File: src/hw/pfce_pkg.sv
// Purpose: Shared constants and carriers for the payload and command port.
// Assumes: 40 MHz system clock, 115200 bit/s serial link, 8N1 framing.
// Notes:   AXI4-Lite register offsets are byte addresses.
package pfce_pkg;
	localparam int unsigned CLK_HZ         = 40000000;
	localparam int unsigned BAUD_BPS       = 115200;
	localparam int unsigned BIT_CYCLES     = CLK_HZ / BAUD_BPS;
	localparam int unsigned HALF_CYCLES    = BIT_CYCLES / 2;
	localparam int unsigned DATA_BITS      = 8;

	// Entry pattern, acknowledge and command-line characters.
	localparam logic [7:0] ENTRY_LEAD      = 8'hFF;
	localparam logic [7:0] ENTRY_MARK      = 8'hFB;
	localparam logic [7:0] ENTRY_TAIL      = 8'h2B;
	localparam int unsigned ENTRY_LEAD_N   = 5;
	localparam int unsigned ENTRY_LEN      = 8;
	localparam logic [7:0] ACK_CHAR0       = 8'h43;
	localparam logic [7:0] ACK_CHAR1       = 8'h4D;
	localparam logic [7:0] CHAR_CR         = 8'h0D;
	localparam logic [7:0] CHAR_LF         = 8'h0A;

	// Register byte offsets.
	localparam logic [7:0] REG_CTRL        = 8'h00;
	localparam logic [7:0] REG_STATUS      = 8'h04;
	localparam logic [7:0] REG_LON_IN      = 8'h08;
	localparam logic [7:0] REG_LON_OUT     = 8'h0C;
	localparam logic [7:0] REG_COUNTS      = 8'h10;
	localparam logic [7:0] REG_CMD_DATA    = 8'h14;

	// Control register fields (all write one pulses; exit acts only in command mode).
	localparam int unsigned CTRL_TX_CYCLE  = 0;
	localparam int unsigned CTRL_UL_INC    = 1;
	localparam int unsigned CTRL_DL_INC    = 2;
	localparam int unsigned CTRL_EXIT      = 3;
	localparam int unsigned CTRL_CLR_CNT   = 4;

	// Status register fields.
	localparam int unsigned ST_CMD_MODE    = 0;
	localparam int unsigned ST_PENDING     = 1;
	localparam int unsigned ST_DISPLAY     = 2;
	localparam int unsigned ST_CMD_VALID   = 3;
	localparam int unsigned ST_START_TX    = 4;

	localparam logic [1:0] RESP_OKAY       = 2'h0;
	localparam logic [1:0] RESP_SLVERR     = 2'h2;

	// Longitude in decimal digits, one nibble each.
	typedef struct packed {
		logic [3:0] deg_hund;
		logic [3:0] deg_tens;
		logic [3:0] deg_unit;
		logic [3:0] min_tens;
		logic [3:0] min_unit;
		logic [3:0] frac_tenth;
		logic [3:0] frac_hund;
		logic       west;
	} pfce_lon_s;

	// One command-line byte with its end-of-line marker.
	typedef struct packed {
		logic [7:0] data;
		logic       eol;
	} pfce_cmd_s;
endpackage

File: src/hw/pfce_top.sv
// Purpose: Longitude packing, frame counts and serial command-mode entry.
// Assumes: Host keeps 115200 8N1 framing; rxd and inputs sync to aclk.
// Notes:   AXI4-Lite reads answer one cycle after acceptance, writes two cycles after.
`timescale 1ns/1ps
module pfce_top (
	input  wire logic        aclk,
	input  wire logic        aresetn,
	input  wire logic [7:0]  s_axi_awaddr,
	input  wire logic        s_axi_awvalid,
	output logic             s_axi_awready,
	input  wire logic [31:0] s_axi_wdata,
	input  wire logic [3:0]  s_axi_wstrb,
	input  wire logic        s_axi_wvalid,
	output logic             s_axi_wready,
	output logic [1:0]       s_axi_bresp,
	output logic             s_axi_bvalid,
	input  wire logic        s_axi_bready,
	input  wire logic [7:0]  s_axi_araddr,
	input  wire logic        s_axi_arvalid,
	output logic             s_axi_arready,
	output logic [31:0]      s_axi_rdata,
	output logic [1:0]       s_axi_rresp,
	output logic             s_axi_rvalid,
	input  wire logic        s_axi_rready,
	input  wire logic        tx_cycle_active,
	input  wire logic        rxd,
	output logic             txd,
	output logic             display_cmd_screen,
	output logic             start_tx_cycle
);
	typedef enum logic [1:0] {IDLE, START, DATA, STOP} pfce_bit_e;

	// Receiver state.
	pfce_bit_e              rx_st_reg;
	logic [15:0]            rx_cnt_reg;
	logic [2:0]             rx_bit_reg;
	logic [7:0]             rx_sh_reg;
	logic                   rx_done_reg;
	// Transmitter state.
	pfce_bit_e              tx_st_reg;
	logic [15:0]            tx_cnt_reg;
	logic [2:0]             tx_bit_reg;
	logic [7:0]             tx_sh_reg;
	logic                   txd_reg;
	logic [1:0]             ack_left_reg;
	// Command-mode state.
	logic [3:0]             match_reg;
	logic                   pending_reg;
	logic                   cmd_mode_reg;
	logic                   start_tx_reg;
	logic                   last_cr_reg;
	// Registers.
	pfce_pkg::pfce_lon_s    lon_reg;
	logic [7:0]             uplink_frame_count_reg;
	logic [7:0]             downlink_frame_count_reg;
	// Two-entry command buffer.
	pfce_pkg::pfce_cmd_s    buf_mem [2];
	logic                   buf_wp_reg;
	logic                   buf_rp_reg;
	logic [1:0]             buf_n_reg;
	// Bus state.
	logic                   aw_got_reg;
	logic                   w_got_reg;
	logic [7:0]             aw_addr_reg;
	logic [31:0]            w_data_reg;
	logic                   bvalid_reg;
	logic                   rvalid_reg;
	logic [31:0]            rdata_reg;
	logic [1:0]             rresp_reg;
	logic [1:0]             bresp_reg;

	// Receiver decode: a full bit period, or half while finding mid-start.
	wire logic        rx_tick   = rx_cnt_reg == 16'(pfce_pkg::BIT_CYCLES - 1);
	wire logic        rx_half   = rx_cnt_reg == 16'(pfce_pkg::HALF_CYCLES - 1);
	wire logic [7:0]  rx_byte   = rx_sh_reg;
	wire logic [7:0]  want_byte = (match_reg < 4'(pfce_pkg::ENTRY_LEAD_N))
		? pfce_pkg::ENTRY_LEAD
		: (match_reg == 4'(pfce_pkg::ENTRY_LEAD_N)) ? pfce_pkg::ENTRY_MARK
		: pfce_pkg::ENTRY_TAIL;
	wire logic        hit       = rx_byte == want_byte;
	wire logic        hit_first = rx_byte == pfce_pkg::ENTRY_LEAD;
	wire logic        entry_seen = rx_done_reg && hit
		&& match_reg == 4'(pfce_pkg::ENTRY_LEN - 1);
	wire logic        enter_now = pending_reg && tx_cycle_active;

	// Command-line bytes: CR marks end of line, LF after CR is dropped.
	wire logic        is_cr     = rx_byte == pfce_pkg::CHAR_CR;
	wire logic        is_lf     = rx_byte == pfce_pkg::CHAR_LF;
	wire logic        cmd_byte  = rx_done_reg && cmd_mode_reg
		&& !(is_lf && last_cr_reg);
	wire logic        buf_wr    = cmd_byte && buf_n_reg != 2'd2;

	// Transmitter decode.
	wire logic        tx_tick   = tx_cnt_reg == 16'(pfce_pkg::BIT_CYCLES - 1);
	wire logic        tx_load   = tx_st_reg == IDLE && ack_left_reg != 2'd0;
	wire logic [7:0]  ack_char  = (ack_left_reg == 2'd2)
		? pfce_pkg::ACK_CHAR0 : pfce_pkg::ACK_CHAR1;

	// Bus decode.
	wire logic        wr_go     = aw_got_reg && w_got_reg && !bvalid_reg;
	wire logic        wr_ctrl   = wr_go && aw_addr_reg == pfce_pkg::REG_CTRL;
	wire logic        wr_lon    = wr_go && aw_addr_reg == pfce_pkg::REG_LON_IN;
	wire logic        wr_ok     = aw_addr_reg == pfce_pkg::REG_CTRL
		|| aw_addr_reg == pfce_pkg::REG_LON_IN;
	wire logic        rd_go     = s_axi_arvalid && !rvalid_reg;
	wire logic        rd_cmd    = rd_go
		&& s_axi_araddr == pfce_pkg::REG_CMD_DATA;
	wire logic        buf_rd    = rd_cmd && buf_n_reg != 2'd0;
	wire logic        ctl_tx    = wr_ctrl && w_data_reg[pfce_pkg::CTRL_TX_CYCLE];
	wire logic        ctl_ul    = wr_ctrl && w_data_reg[pfce_pkg::CTRL_UL_INC];
	wire logic        ctl_dl    = wr_ctrl && w_data_reg[pfce_pkg::CTRL_DL_INC];
	wire logic        ctl_exit  = wr_ctrl && w_data_reg[pfce_pkg::CTRL_EXIT]
		&& cmd_mode_reg;
	wire logic        ctl_clr   = wr_ctrl && w_data_reg[pfce_pkg::CTRL_CLR_CNT];

	// Packed longitude bytes, most significant first.
	wire logic [31:0] lon_packed = {lon_reg.deg_hund, lon_reg.deg_tens,
		lon_reg.deg_unit, lon_reg.min_tens,
		lon_reg.min_unit, lon_reg.frac_tenth,
		lon_reg.frac_hund, 3'b000, lon_reg.west};

	// Read data selection.
	pfce_pkg::pfce_cmd_s buf_head;
	assign buf_head = buf_mem[buf_rp_reg];
	wire logic [31:0] status_word = {27'h0, start_tx_reg,
		buf_n_reg != 2'd0, cmd_mode_reg, pending_reg, cmd_mode_reg};
	wire logic [31:0] rd_word =
		(s_axi_araddr == pfce_pkg::REG_STATUS) ? status_word
		: (s_axi_araddr == pfce_pkg::REG_LON_IN) ? {3'h0, lon_reg}
		: (s_axi_araddr == pfce_pkg::REG_LON_OUT) ? lon_packed
		: (s_axi_araddr == pfce_pkg::REG_COUNTS)
			? {16'h0, downlink_frame_count_reg, uplink_frame_count_reg}
		: (s_axi_araddr == pfce_pkg::REG_CMD_DATA)
			? {22'h0, buf_n_reg != 2'd0, buf_head}
		: 32'h0;
	wire logic        rd_ok = s_axi_araddr == pfce_pkg::REG_CTRL
		|| s_axi_araddr == pfce_pkg::REG_STATUS
		|| s_axi_araddr == pfce_pkg::REG_LON_IN
		|| s_axi_araddr == pfce_pkg::REG_LON_OUT
		|| s_axi_araddr == pfce_pkg::REG_COUNTS
		|| s_axi_araddr == pfce_pkg::REG_CMD_DATA;

	// Bus handshake outputs.
	assign s_axi_awready      = !aw_got_reg;
	assign s_axi_wready       = !w_got_reg;
	assign s_axi_bvalid       = bvalid_reg;
	assign s_axi_bresp        = bresp_reg;
	assign s_axi_arready      = !rvalid_reg;
	assign s_axi_rvalid       = rvalid_reg;
	assign s_axi_rdata        = rdata_reg;
	assign s_axi_rresp        = rresp_reg;
	assign txd                = txd_reg;
	assign display_cmd_screen = cmd_mode_reg;
	assign start_tx_cycle     = start_tx_reg;

	// Serial receiver, 8 data bits, no parity, one stop bit.
	always_ff @(posedge aclk) begin
		rx_done_reg <= 1'b0;
		if (!aresetn) begin
			rx_st_reg  <= IDLE;
			rx_cnt_reg <= 16'h0;
			rx_bit_reg <= 3'h0;
			rx_sh_reg  <= 8'h0;
		end else begin
			rx_cnt_reg <= rx_cnt_reg + 16'h1;
			case (rx_st_reg)
				IDLE: begin
					rx_cnt_reg <= 16'h0;
					if (!rxd) rx_st_reg <= START;
				end
				START: if (rx_half) begin
					rx_cnt_reg <= 16'h0;
					rx_bit_reg <= 3'h0;
					rx_st_reg  <= rxd ? IDLE : DATA;
				end
				DATA: if (rx_tick) begin
					rx_cnt_reg <= 16'h0;
					rx_sh_reg  <= {rxd, rx_sh_reg[7:1]};
					rx_bit_reg <= rx_bit_reg + 3'h1;
					if (rx_bit_reg == 3'(pfce_pkg::DATA_BITS - 1))
						rx_st_reg <= STOP;
				end
				STOP: if (rx_tick) begin
					rx_st_reg   <= IDLE;
					rx_done_reg <= rxd;
				end
			endcase
		end
	end

	// Entry pattern match; a miss rechecks the byte at position one.
	always_ff @(posedge aclk) begin
		if (!aresetn) begin
			match_reg <= 4'h0;
		end else if (rx_done_reg && !cmd_mode_reg) begin
			if (entry_seen) match_reg <= 4'h0;
			else if (hit) match_reg <= match_reg + 4'h1;
			else match_reg <= {3'h0, hit_first};
		end
	end

	// Command mode: pending request, entry, exit and start pulse.
	always_ff @(posedge aclk) begin
		if (!aresetn) begin
			pending_reg  <= 1'b0;
			cmd_mode_reg <= 1'b0;
			start_tx_reg <= 1'b0;
		end else begin
			start_tx_reg <= ctl_exit || (ctl_tx && !cmd_mode_reg);
			if (entry_seen && !cmd_mode_reg) pending_reg <= 1'b1;
			else if (enter_now) pending_reg <= 1'b0;
			if (enter_now) cmd_mode_reg <= 1'b1;
			else if (ctl_exit) cmd_mode_reg <= 1'b0;
		end
	end

	// Command bytes into the two-entry buffer for software to read.
	always_ff @(posedge aclk) begin
		if (!aresetn) begin
			buf_wp_reg  <= 1'b0;
			buf_rp_reg  <= 1'b0;
			buf_n_reg   <= 2'd0;
			last_cr_reg <= 1'b0;
		end else begin
			if (rx_done_reg) last_cr_reg <= is_cr;
			if (buf_wr) begin
				buf_mem[buf_wp_reg] <= '{data: rx_byte, eol: is_cr};
				buf_wp_reg <= !buf_wp_reg;
			end
			if (buf_rd) buf_rp_reg <= !buf_rp_reg;
			buf_n_reg <= buf_n_reg + 2'(buf_wr) - 2'(buf_rd);
		end
	end

	// Acknowledge transmitter, two characters after entry.
	always_ff @(posedge aclk) begin
		if (!aresetn) begin
			tx_st_reg    <= IDLE;
			tx_cnt_reg   <= 16'h0;
			tx_bit_reg   <= 3'h0;
			tx_sh_reg    <= 8'h0;
			txd_reg      <= 1'b1;
			ack_left_reg <= 2'd0;
		end else begin
			tx_cnt_reg <= tx_tick ? 16'h0 : tx_cnt_reg + 16'h1;
			if (enter_now) ack_left_reg <= 2'd2;
			else if (tx_load) ack_left_reg <= ack_left_reg - 2'd1;
			case (tx_st_reg)
				IDLE: if (tx_load) begin
					tx_sh_reg  <= ack_char;
					tx_cnt_reg <= 16'h0;
					txd_reg    <= 1'b0;
					tx_st_reg  <= DATA;
					tx_bit_reg <= 3'h0;
				end
				DATA: if (tx_tick) begin
					txd_reg    <= tx_sh_reg[tx_bit_reg];
					tx_bit_reg <= tx_bit_reg + 3'h1;
					if (tx_bit_reg == 3'(pfce_pkg::DATA_BITS - 1))
						tx_st_reg <= STOP;
				end
				STOP: if (tx_tick) begin
					txd_reg   <= 1'b1;
					tx_st_reg <= START;
				end
				START: if (tx_tick) tx_st_reg <= IDLE;
			endcase
		end
	end

	// Longitude digits and the two frame counts.
	always_ff @(posedge aclk) begin
		if (!aresetn) begin
			lon_reg      <= '0;
			uplink_frame_count_reg <= 8'h0;
			downlink_frame_count_reg <= 8'h0;
		end else begin
			if (wr_lon) lon_reg <= w_data_reg[28:0];
			if (ctl_clr) begin
				uplink_frame_count_reg <= 8'h0;
				downlink_frame_count_reg <= 8'h0;
			end else begin
				if (ctl_ul) uplink_frame_count_reg <= uplink_frame_count_reg + 8'h1;
				if (ctl_dl) downlink_frame_count_reg <= downlink_frame_count_reg + 8'h1;
			end
		end
	end

	// AXI4-Lite write channel; address and data taken in either order.
	always_ff @(posedge aclk) begin
		if (!aresetn) begin
			aw_got_reg  <= 1'b0;
			w_got_reg   <= 1'b0;
			aw_addr_reg <= 8'h0;
			w_data_reg  <= 32'h0;
			bvalid_reg  <= 1'b0;
			bresp_reg   <= pfce_pkg::RESP_OKAY;
		end else begin
			if (s_axi_awvalid && !aw_got_reg) begin
				aw_got_reg  <= 1'b1;
				aw_addr_reg <= {s_axi_awaddr[7:2], 2'b00};
			end
			if (s_axi_wvalid && !w_got_reg) begin
				w_got_reg  <= 1'b1;
				w_data_reg <= s_axi_wdata;
			end
			if (wr_go) begin
				bvalid_reg <= 1'b1;
				bresp_reg  <= wr_ok ? pfce_pkg::RESP_OKAY
					: pfce_pkg::RESP_SLVERR;
			end else if (bvalid_reg && s_axi_bready) begin
				bvalid_reg <= 1'b0;
				aw_got_reg <= 1'b0;
				w_got_reg  <= 1'b0;
			end
		end
	end

	// AXI4-Lite read channel.
	always_ff @(posedge aclk) begin
		if (!aresetn) begin
			rvalid_reg <= 1'b0;
			rdata_reg  <= 32'h0;
			rresp_reg  <= pfce_pkg::RESP_OKAY;
		end else if (rd_go) begin
			rvalid_reg <= 1'b1;
			rdata_reg  <= rd_word;
			rresp_reg  <= rd_ok ? pfce_pkg::RESP_OKAY : pfce_pkg::RESP_SLVERR;
		end else if (s_axi_rready) begin
			rvalid_reg <= 1'b0;
		end
	end
endmodule // pfce_top

File: config.mk
export PLATFORM = sky130hd
export DESIGN_NAME = pfce_top
export DESIGN_NICKNAME = d
export VERILOG_FILES = /design/src/hw/pfce_pkg.sv /design/src/hw/pfce_top.sv
export SDC_FILE = /design/constraint.sdc
export NUM_CORES = 1
export LEC_CHECK = 0
export BUFFER_PORTS_ARGS = -buffer_cell sky130_fd_sc_hd__buf_4
export CORE_MARGIN = 2
export CORE_UTILIZATION = 35
export DETAILED_ROUTE_END_ITERATION = 7
export RECOVER_POWER = 100
export SYNTH_ARGS = -nofsm -noshare
export SYNTH_HDL_FRONTEND = slang
export SYNTH_SLANG_ARGS = --single-unit
File: constraint.sdc
create_clock -name aclk -period 1.9 [get_ports aclk]
set_clock_uncertainty 0.05 [all_clocks]
set_input_delay 0.095 -clock aclk [delete_from_list [all_inputs] [get_ports aclk]]
set_output_delay 0.095 -clock aclk [all_outputs]
set_load 0.02 [all_outputs]
* After elaboration in Yosys (flattened, before gate mapping)
Memory sizes are Yosys's and may differ from the RTL's. A register that Yosys moved wholly into a read port is not among the register bits. Cells that the tools add are included.
Operators by class: equality and inequality tests 35, reduce and logical (&&, ||, !) cells 66, $add $sub $neg 10, muxes and demuxes 64, bitwise gates (word level) 1, order comparisons 2
Operators with widths (number):
- $mux 16 | 6
- $mux 32 | 3
- $pmux 16 s3 | 1
- $add 16x1->16 const B | 2
- $eq 16x9->1 const B | 2
- $eq 8x4->1 const B | 4
- $mux 2 | 15
- $logic_and 1x1->1 | 27
- $mux 1 | 23
- $ne 2x2->1 const B | 11
- $reduce_bool 2->1 | 9
- $add 8x1->8 const B | 2
- $eq 16x8->1 const B | 1
- $eq 8x5->1 const B | 2
- $logic_not 8->1 | 2
- $mux 8 | 2
- $pmux 2 s4 | 2
- $mux 3 | 4
- $mux 4 | 3
- $pmux 3 s2 | 2
- $eq 2x2->1 const B | 5
- $mux 10 | 1
- $reduce_and 5->1 | 2
- $reduce_and 3->1 | 3
- other kinds (24) | 44
Word-level totals: memories kept 1, memory bits (writable) 18, register bits 194
Memory list:
- buf_mem | words 2, bits a word 9, read ports 1, clocked after Yosys merged registers in 1, write ports 1, line pfce_top.sv:57 | pfce_pkg::pfce_cmd_s buf_mem [2];

* Logic depth before layout (Yosys ltp)
Gate-level depths: netlist of run 1.
depth in word-level cells 8, gate-level depth with buffers 10

* Worst setup path before layout of run 1
No wires, ideal clock.
path kind reg2reg, start register rvalid_reg, in the netlist s_axi_rvalid, end register buf_n_reg[1], stages on the path, launching flop included 11, arrival 1.999 ns, slack -0.276 ns, clock period less this slack 2.176 ns, library setup time 0.128 ns, cells stage by stage dfxtp_1 > nand2b_1 > clkbuf_1 > nor3_1 > and4_1 > ha_1 > inv_1 > ha_1 > xor2_1 > xnor2_1 > nor2_1
Between the ends: word-level cells in the longest chain between the ends 5
Ends and longest elaborated chain:
- start, declared | line pfce_top.sv:67 | logic rvalid_reg;
- start signal, assigned | line pfce_top.sv:322 | rvalid_reg <= 1'b0;
- start signal, assigned | line pfce_top.sv:326 | rvalid_reg <= 1'b1;
- start signal, assigned | line pfce_top.sv:330 | rvalid_reg <= 1'b0;
- $logic_not 1->1 | line pfce_top.sv:105 | wire logic rd_go = s_axi_arvalid && !rvalid_reg;
- $logic_and 1x1->1 | line pfce_top.sv:105
- $logic_and 1x1->1 | line pfce_top.sv:107 | && s_axi_araddr == pfce_pkg::REG_CMD_DATA;
- $logic_and 1x1->1 | line pfce_top.sv:108 | wire logic buf_rd = rd_cmd && buf_n_reg != 2'd0;
- net buf_rd | line pfce_top.sv:108
- $sub 2x1->2 | line pfce_top.sv:231 | buf_n_reg <= buf_n_reg + 2'(buf_wr) - 2'(buf_rd);
- end signal, assigned | line pfce_top.sv:231
- end, declared | line pfce_top.sv:60 | logic [1:0] buf_n_reg;
The timed path passes the listed nets, and every way through them passes these cells. A chain may end at the register's enable or synchronous reset.

* Worst setup path after layout of run 1
start register rx_cnt_reg[0], end register rx_st_reg[0]
Between the ends: word-level cells in the longest chain between the ends 3
Ends and longest elaborated chain:
- start, declared | line pfce_top.sv:35 | logic [15:0] rx_cnt_reg;
- start signal, assigned | line pfce_top.sv:165 | rx_cnt_reg <= rx_cnt_reg + 16'h1;
- $eq 16x8->1 or $eq 16x9->1 (tied branches) | line pfce_top.sv:74, pfce_top.sv:73
- $ne 2x2->1 (no source line)
- $reduce_and 5->1 (no source line) (*)
- end signal, assigned | line pfce_top.sv:174 | rx_st_reg <= rxd ? IDLE : DATA;
- end, declared | line pfce_top.sv:34 | pfce_bit_e rx_st_reg;
Every way passes the cells marked *; elsewhere a longest branch is shown, timed or not.

==> results.ini, run 1 <==
[clocking]
h-tree-depth=1
numCtsBuffers=24
cts_tree=built
clock-sinks=206
root_buffer=clkbuf_16
clk_latency_ns=0.50
cts_max_path_buffers=3
clk_pin_slew_ns=0.06

[critical_path]
worstSetupPathType=reg -> reg
path_cells=inv_2 -> ha_4 -> or4bb_1 -> or4_1 -> o21a_1 -> o311a_1
cp_max_fo=2
critPathSlowestCell=or4bb_1
rrSetupSlack_ns=-0.15
required_ns=2.24
worst_path_largest_cell_delay_ns=0.43
cp-end-kind=flop
arrival_ns=2.38
startpoint_type=flop

[timing]
period_minus_slack_ns=2.05
hold-worst-slack_ns=0.0166
worstMarginPinSlew_ns=0.631
final.setup.tns_ns=-1.15
drv_slew=0
setup_viol=37
timing.fmax_ghz=0.489
fin_crit_sh=1.08
fin_ws_ns=-0.146
hold_violations=0
rsz0062_at_grt=true
slew_headroom=0.579

[floorplanning]
die_w_um=162
die_h_um=162
std_cell_rows=57
coreArea_sq_mm=0.0245
initial_utilization=0.359
die-area_sq_mm=0.0263
ioPinCount=105

[layout]
regArea_sq_mm=0.00432
fill_cells=2334
largest_reg_flops=32
area_growth_pct=35.5
drive_gt1_frac=0.209
utilization=0.486
nNetsFinal=1283
antenna_cells=0
multi_input_area_sq_mm=0.00449

[synth]
synth-seq-area-share=0.491
synthTopCellsByCount=nand2_1, dfxtp_1, a21oi_1
syn-cell-area_sq_mm=0.00877
muxShareOfSynthArea=0.0299
yosysTopAreaCell=dfxtp_1
synth_top_family_by_area=simple AND/OR/NAND/NOR gates
synth_cells=1012
synth_compound_area_frac=0.129
synth-simple-area-share=0.236
dominantRegCellSynth=dfxtp_1
synth_fa_ha_area_frac=0.0257
synth_xor_area_frac=0.0479
synth-edff-count=18
synthTopCellsByArea=dfxtp_1, nand2_1, a21oi_1
yosysWarnings=0
synth_top_area_frac=0.429
async_flop_share=0
ys_ff_latch=206
yosysMostFrequentCell=nand2_1
synth.distinct_cells=60
avgSynthCellArea_sq_um=8.67

[power]
vdd_drop_max_v=0.000595
total_power_w=0.0101
power_frac_comb=0.091
p_clk_frac=0.453
p_per_area_mw_per_mm2=849
p_switching_w=0.00237
seq_power_share=0.457
leakagePower_nw=4.31
switching_share=0.235
p_int_w=0.00772

[grt]
grt_pass1_vias=7306
grt_max_degree=124
overflow=0
grt_usage=0.168
grt_pass1_wl_um=36500
antenna_found_initial=0

[route]
drt_iter0_drc=395
num_vias=7708
remaining_drc_errors=0
postRouteAntennaNets=0
viasPerCell=4.99
wl_um=22800
wl_per_cell_um=14.8
dr.pass1.iters=4

[outcome]
violations=negative setup slack
status=finished with violations

[job]
maxCapViolations=0

[placed_design]
port-buffer-count=93
place_worst_setup_slack_ns=-0.313
gp_congestion=0.799
dpl.hpwl_um=14700

[hold_path]
hold_class=in -> reg

==> worst max-delay path: cells and delay by family, from the launching register on <==
kind | cells | cell delay, ns
fa+ha+maj | 1 | 0.12
flops | 1 | 0.32
buf+inv | 1 | 0.08
compound gates | 2 | 0.51
simple gates | 2 | 0.85
==> path summary, 6_finish.rpt <==
path                                       end                         start  cells after the start
setup / recovery     rx_st_reg[0]$_SDFFE_PN0P_      rx_cnt_reg[0]$_SDFF_PN0_                      6
hold / removal         buf_mem[0][3]$_DFFE_PP_                       aresetn                      3
setup reg to reg     rx_st_reg[0]$_SDFFE_PN0P_      rx_cnt_reg[0]$_SDFF_PN0_                      6
hold reg to reg   s_axi_rdata[16]$_SDFFE_PN0P_  s_axi_rdata[16]$_SDFFE_PN0P_                      2
==> per-layer routing <==
metal | global-route usage | wire [um] | vias up
li1 | - | - | 3859
met1 | 0.230 | 10900 | 3662
met2 | 0.278 | 10500 | 143
met3 | 0.0230 | 747 | 44
met4 | 0.0479 | 629 | 0
met5 | 0 | 0 | -
==> metrics by stage <==
stage,area (sq um),instances
after detailed placement,10300,1441
final,11900,1545
after global placement,10300,1441
after floorplan,8830,1013
after global routing,11900,1545
after CTS,11700,1537
==> cell type report <==
class                           instances  area share
Timing Repair Buffer                  222       0.150
Tap cell                              324      0.0341
Multi-Input combinational cell        727       0.378
Clock inverter                          5     0.00452
Clock buffer                           38      0.0626
Sequential cell                       206       0.364
Inverter                               23     0.00758
==> cell families after synthesis <==
family | count (synthesis)
adders and majority gates | 18
other | 1
DFF | 206
muxes | 26
buffers and inverters | 81
AOI/OAI and AO/OA | 191
and+or+nand+nor | 441
xor gates and xnor gates | 48
==> layout by cell type (no fill, tap or decap), types with 5 or more instances in the layout <==
cell type and instances:
dlygate4sd3_1 46, nand2_4 5, o21ai_0 17, buf_4 105
nand4_1 19, inv_1 17, o21a_1 6, a21oi_2 13
dfxtp_1 178, a22oi_1 17, xnor2_1 12, nor2_1 89
nand3b_1 6, nor2b_1 6, and4_1 9, nor3_1 11
and2_1 8, mux2i_1 24, clkbuf_1 54, ha_1 13
ha_4 5, nand2b_1 9, clkbuf_8 7, buf_6 9
dfxtp_2 7, nand2_1 186, buf_12 8, nand2_2 10
xor2_1 33, and3_1 12, nand3_1 26, a211oi_1 7
clkbuf_16 28, a21oi_1 107, edfxtp_1 18
==> power by group through the flow <==
stage               logic (W)  registers [W]  clock network [W]
global placement     0.000805        0.00470                  0
floorplan            0.000528        0.00469                  0
detailed placement   0.000812        0.00470                  0
CTS                  0.000903        0.00461            0.00468
finish               0.000914        0.00461            0.00457
global route          0.00102        0.00463            0.00484
==> what timing repair did <==
action	in CTS	in global routing
resized for setup	25	80
pin swaps	6	27
gates cloned	2	4
setup buffers	6	4
setup endpoints to repair	74	65
endpoints found under the hold margin	50	0
hold buffers	46	0
No activity file was read; power rests on OpenSTA's default activity.
==> inputs of run 2 (changes only) <==
==> constraint.sdc (replaced) <==
create_clock -name aclk -period 1.9 [get_ports aclk]
set_clock_uncertainty 0.05 [all_clocks]
set_input_delay 0.095 -clock aclk [delete_from_list [all_inputs] [get_ports aclk]]
set_output_delay 0.095 -clock aclk [all_outputs]
set_load 0.005 [all_outputs]
==> results.ini, run 2 (same netlist as run 1, synthesis figures left out) <==
[timing]
drv_slew=0  ; unchanged
rsz0062_at_grt=true  ; unchanged
setup_viol=21  ; was 37
timing.fmax_ghz=0.496  ; was 0.489 GHz
fin_crit_sh=1.06  ; was 1.08
worstMarginPinSlew_ns=0.735  ; was 0.631 ns
hold_violations=0  ; unchanged
period_minus_slack_ns=2.01  ; was 2.05 ns
slew_headroom=0.507  ; was 0.579
fin_ws_ns=-0.115  ; was -0.146 ns

[critical_path]
reg2regPathDepth=4  ; was 6
rrSetupSlack_ns=-0.11  ; was -0.15 ns
reg2reg_from=rx_cnt_reg[12]$_SDFF_PN0_  ; was rx_cnt_reg[0]$_SDFF_PN0_
startpoint_type=flop  ; unchanged
required_ns=2.24  ; about the same
worstSetupPathType=reg -> reg  ; unchanged
cp_max_fo=2  ; unchanged
arrival_ns=2.36  ; was 2.38 ns
r2r-end=rx_st_reg[0]$_SDFFE_PN0P_  ; unchanged
cp-end-kind=flop  ; unchanged

[power]
p_int_w=0.00782  ; was 0.00772 W
power_frac_comb=0.088  ; was 0.091
p_per_area_mw_per_mm2=857  ; was 849 mW/mm^2
leakagePower_nw=4.47  ; was 4.31 nW
switching_share=0.233  ; was 0.235
seq_power_share=0.452  ; was 0.457
p_clk_frac=0.459  ; was 0.453
p_switching_w=0.00237  ; about the same
vdd_drop_max_v=0.000607  ; was 0.000595 V

[placed_design]
dp_cells=1443  ; was 1441
gp_congestion=0.785  ; was 0.799
port-buffer-count=93  ; unchanged
place_worst_setup_slack_ns=-0.310  ; was -0.313 ns
dpl.hpwl_um=14900  ; was 14700 um

[route]
viasPerCell=4.93  ; was 4.99
postRouteAntennaNets=0  ; unchanged
wl_per_cell_um=14.6  ; was 14.8 um
num_vias=7589  ; was 7708
remaining_drc_errors=0  ; unchanged
dr.pass1.iters=5  ; was 4
wl_um=22500  ; was 22800 um
drt_iter0_drc=446  ; was 395

[grt]
grt_pass1_vias=7150  ; was 7306
grt_max_degree=124  ; unchanged
antenna_found_initial=0  ; unchanged
grt_pass1_wl_um=36100  ; was 36500 um
grt_usage=0.166  ; was 0.168
overflow=0  ; unchanged

[clocking]
h-tree-depth=1  ; unchanged
clk_latency_ns=0.51  ; was 0.50 ns
numCtsBuffers=24  ; unchanged
cts_max_path_buffers=3  ; unchanged
root_buffer=clkbuf_16  ; unchanged
clk_pin_slew_ns=0.06  ; about the same
clock-sinks=206  ; unchanged
cts_tree=built  ; unchanged

[outcome]
violations=negative setup slack  ; unchanged
status=finished with violations  ; unchanged

[layout]
antenna_cells=0  ; unchanged
regArea_sq_mm=0.00432  ; about the same
multi_input_area_sq_mm=0.00433  ; was 0.00449 sq mm
fill_cells=2289  ; was 2334
drive_gt1_frac=0.221  ; was 0.209
final_cell_mix=nand2_1, dfxtp_1, buf_4  ; was nand2_1, dfxtp_1, a21oi_1
nNetsFinal=1281  ; was 1283
final_common_cell=nand2_1  ; unchanged
largest_reg_flops=32  ; unchanged
area_growth_pct=35.5  ; about the same
fin_cells=1540  ; was 1545

[floorplanning]
die-area_sq_mm=0.0263  ; unchanged
ioPinCount=105  ; unchanged
std_cell_rows=57  ; unchanged
die_h_um=162  ; unchanged
initial_utilization=0.359  ; unchanged
coreArea_sq_mm=0.0245  ; unchanged
die_w_um=162  ; unchanged

[hold_path]
hold_class=in -> reg  ; unchanged
whs_path_depth=4  ; was 3
whs_endpoint=s_axi_rdata[11]$_SDFFE_PN0P_  ; was buf_mem[0][3]$_DFFE_PP_
min_from=s_axi_arvalid  ; was aresetn

[job]
maxCapViolations=0  ; unchanged

-- run 2: cell count changes in the layout (fill, tap and decap cells not counted), sizes merged --
cell      change
clkbuf       -51
clkinv        -1
buf          +45
clkinvlp      +1
bufinv        +1
-- run 2: worst max path at each step --
stage	endpoint	depth (start not counted)	from	slack, ns
finish	rx_st_reg[0]$_SDFFE_PN0P_	4	rx_cnt_reg[12]$_SDFF_PN0_	-0.11
global route	buf_n_reg[1]$_SDFF_PN0_	10	rx_byte[7]$_SDFFE_PN0P_	-0.19
CTS	rx_st_reg[0]$_SDFFE_PN0P_	6	rx_cnt_reg[0]$_SDFF_PN0_	-0.12
detailed placement	buf_n_reg[1]$_SDFF_PN0_	10	s_axi_araddr[0]	-0.31
global placement	buf_n_reg[1]$_SDFF_PN0_	10	s_axi_araddr[0]	-0.27
floorplan	rx_st_reg[0]$_SDFFE_PN0P_	4	rx_cnt_reg[12]$_SDFF_PN0_	-0.10
-- run 2: power by group through the flow --
stage	Combinational [W]	Clock (W)	Sequential [W]
after floorplan	0.000517	0	0.00467
after global placement	0.000778	0	0.00470
after detailed placement	0.000793	0	0.00470
after CTS	0.000881	0.00481	0.00461
after global routing	0.000991	0.00500	0.00463
final	0.000900	0.00468	0.00461
-- run 2: timing repair --
action	CTS	global route
gates resized for setup	22	39
endpoints found under the setup margin	61	76
hold buffers	46	0
setup buffers	3	4
gates cloned	2	3
pin swaps	6	25
endpoints found under the hold margin	50	0
-- run 2: critical path, stage by stage, from the launching register on --
cell and delay [ns]:
dfxtp_2 0.31, or4_4 0.53, or4_1 0.50, o21a_1 0.18, o311a_1 0.32
-- run 2: final cells by class --
cell class              count  area share
well taps                 324      0.0341
multi-input cells         727       0.364
flip-flops and latches    206       0.363
repair buffers            220       0.162
inverters                  23     0.00758
clock buffers              34      0.0605
clock inverters             6     0.00758
-- run 2: per-layer routing --
layer,track usage,up-vias,part of all wire
li1,-,3852,-
met1,0.233,3580,0.48
met2,0.270,127,0.46
met3,0.0222,30,0.035
met4,0.0418,0,0.022
met5,0,-,0
-- run 2: through the flow --
step | area (sq um) | total power, W | hold slack (ns) | TNS [ns] | util
global placement | 10300 | 0.00548 | 0.251 | -1.71 | 0.421
global route | 11900 | 0.0106 | 0.0637 | -3.73 | 0.486
detailed placement | 10300 | 0.00549 | 0.253 | -4.02 | 0.421
CTS | 11700 | 0.0103 | 0.0174 | -1.39 | 0.477
finish | 11900 | 0.0102 | 0.0524 | -1.25 | 0.486
floorplan | 8810 | 0.00519 | 0.155 | -0.753 | -
==> inputs of run 3 (changes only) <==
--- a/config.mk
+++ b/config.mk
@@ -8,8 +8,10 @@
 export BUFFER_PORTS_ARGS = -buffer_cell sky130_fd_sc_hd__buf_4
 export CORE_MARGIN = 2
 export CORE_UTILIZATION = 35
+export CTS_BUF_LIST = sky130_fd_sc_hd__clkbuf_8
 export DETAILED_ROUTE_END_ITERATION = 7
 export RECOVER_POWER = 100
+export SKIP_LAST_GASP = 1
 export SYNTH_ARGS = -nofsm -noshare
 export SYNTH_HDL_FRONTEND = slang
 export SYNTH_SLANG_ARGS = --single-unit
==> results.ini, run 3 (same netlist as run 1, synthesis figures left out) <==
[power]
vdd_drop_max_v=0.000568  ; was 0.000607 V
switching_share=0.257  ; was 0.233
p_per_area_mw_per_mm2=806  ; was 857 mW/mm^2
total_power_w=0.00965  ; was 0.0102 W
p_switching_w=0.00248  ; was 0.00237 W
p_clk_frac=0.426  ; was 0.459
power_frac_comb=0.096  ; was 0.088
p_int_w=0.00717  ; was 0.00782 W
leakagePower_nw=4.47  ; about the same
seq_power_share=0.478  ; was 0.452

[timing]
setup_viol=47  ; was 21
hold_violations=0  ; unchanged
fin_crit_sh=1.08  ; was 1.06
slew_headroom=0.490  ; was 0.507
timing.fmax_ghz=0.487  ; was 0.496 GHz
period_minus_slack_ns=2.05  ; was 2.01 ns
fin_ws_ns=-0.151  ; was -0.115 ns
drv_slew=0  ; unchanged
worstMarginPinSlew_ns=0.765  ; was 0.735 ns
rsz0062_at_grt=true  ; unchanged

[floorplanning]
coreArea_sq_mm=0.0245  ; unchanged
ioPinCount=105  ; unchanged
die_h_um=162  ; unchanged
die_w_um=162  ; unchanged
initial_utilization=0.359  ; unchanged
die-area_sq_mm=0.0263  ; unchanged
std_cell_rows=57  ; unchanged

[route]
viasPerCell=4.94  ; was 4.93
remaining_drc_errors=0  ; unchanged
drt_iter0_drc=429  ; was 446
wl_um=23300  ; was 22500 um
num_vias=7754  ; was 7589
postRouteAntennaNets=0  ; unchanged
wl_per_cell_um=14.8  ; was 14.6 um
dr.pass1.iters=5  ; unchanged

[outcome]
status=finished with violations  ; unchanged
violations=negative setup slack  ; unchanged

[layout]
final_cell_mix=nand2_1, dfxtp_1, a21oi_1  ; was nand2_1, dfxtp_1, buf_4
drive_gt1_frac=0.238  ; was 0.221
nNetsFinal=1300  ; was 1281
fin_cells=1569  ; was 1540
fill_cells=2343  ; was 2289
final_common_cell=nand2_1  ; unchanged
area_growth_pct=36.4  ; was 35.5%
antenna_cells=0  ; unchanged
largest_reg_flops=32  ; unchanged

[placed_design]
dp_cells=1443  ; unchanged
dpl.hpwl_um=14900  ; unchanged
gp_congestion=0.785  ; unchanged
port-buffer-count=93  ; unchanged

[critical_path]
startpoint_type=flop  ; unchanged
worst_path_largest_cell_delay_ns=0.55  ; was 0.53 ns
required_ns=2.29  ; was 2.24 ns
critPathSlowestCell=or4_4  ; unchanged
worstSetupPathType=reg -> reg  ; unchanged
cp_max_fo=5  ; was 2
path_cells=or4_4 -> nor4_4 -> clkbuf_2 -> buf_12 -> clkbuf_16 -> nand3_2 -> xnor2_1 -> nor2_1  ; was or4_4 -> or4_1 -> o21a_1 -> o311a_1
arrival_ns=2.44  ; was 2.36 ns
critPathTopFamily=simple AND/OR/NAND/NOR gates  ; unchanged
path_buf_inv=3  ; was 0
cp-end-kind=flop  ; unchanged

[clocking]
numCtsBuffers=38  ; was 24
clock-sinks=206  ; unchanged
clk_pin_slew_ns=0.06  ; about the same
h-tree-depth=2  ; was 1
cts_tree=built  ; unchanged
cts_max_path_buffers=3  ; unchanged
clk_latency_ns=0.54  ; was 0.51 ns
root_buffer=clkbuf_8  ; was clkbuf_16

[job]
maxCapViolations=0  ; unchanged

[grt]
grt_pass1_vias=7343  ; was 7150
overflow=0  ; unchanged
grt_pass1_wl_um=36900  ; was 36100 um
antenna_found_initial=0  ; unchanged
grt_max_degree=124  ; unchanged
grt_usage=0.171  ; was 0.166

[hold_path]
hold_class=in -> reg  ; unchanged

==> run 3: tightest hold or removal path: cells and delay by family <==
| kind | cells | cell delay, ns |
|---|---|---|
| AO/OA/AOI/OAI | 2 | 0.22 |
| buffers and inverters | 2 | 0.25 |
| AND/OR/NAND/NOR | 1 | 0.08 |
==> run 3: power groups by stage <==
stage / sequential, W / combinational (W) / clock [W]
detailed placement: 0.00470 / 0.000793 / 0
CTS: 0.00461 / 0.000906 / 0.00425
finish: 0.00461 / 0.000927 / 0.00411
floorplan: 0.00467 / 0.000517 / 0
global placement: 0.00470 / 0.000778 / 0
global route: 0.00463 / 0.00102 / 0.00446
==> run 3: final timing paths <==
path / start / end / slack (ns) / cells past startpoint
min reg2reg: w_data_reg[25]$_SDFFE_PN0P_ / lon_packed[28]$_SDFFE_PN0P_ / 0.40 / 2
min: s_axi_araddr[3] / s_axi_rdata[9]$_SDFFE_PN0P_ / 0.11 / 5
max: aw_addr_reg[4]$_SDFFE_PN0P_ / downlink_frame_count_reg[2]$_SDFFE_PP0P_ / -0.15 / 8
max reg2reg: aw_addr_reg[4]$_SDFFE_PN0P_ / downlink_frame_count_reg[2]$_SDFFE_PP0P_ / -0.15 / 8
==> run 3: layout make-up <==
cell class                 count  area (sq um)  area share
clock buffer                  43           592      0.0495
clock inverter                21           145      0.0121
inverter                      23          90.1     0.00753
multi-input combinational    727          4500       0.376
sequential                   206          4320       0.361
tap                          324           405      0.0339
timing repair buffer         225          1920       0.160
==> run 3: metal layers <==
metal | vias to the layer above | part of all wire | GRT usage
li1 | 3902 | - | -
met1 | 3672 | 0.48 | 0.234
met2 | 150 | 0.46 | 0.274
met3 | 30 | 0.046 | 0.0342
met4 | 0 | 0.015 | 0.0467
met5 | - | 0 | 0
==> run 3: repair_timing <==
item,4_1_cts,5_1_grt
cloned,3,4
pin swaps,34,23
resized for setup,42,65
endpoints found under the setup margin,65,90
endpoints found under the hold margin,51,0
setup buffers,4,4
hold buffers,48,0
==> run 3: per-stage QoR <==
step | setup TNS, ns | utilization | hold WS [ns] | instance area, sq um | setup WS (ns)
finish | -3.30 | 0.489 | 0.114 | 12000 | -0.151
global route | -8.76 | 0.489 | 0.138 | 12000 | -0.211
CTS | -2.17 | 0.479 | 0.0653 | 11700 | -0.127
detailed placement | -4.02 | 0.421 | 0.253 | 10300 | -0.310
global placement | -1.71 | 0.421 | 0.251 | 10300 | -0.269
floorplan | -0.753 | - | 0.155 | 8810 | -0.101
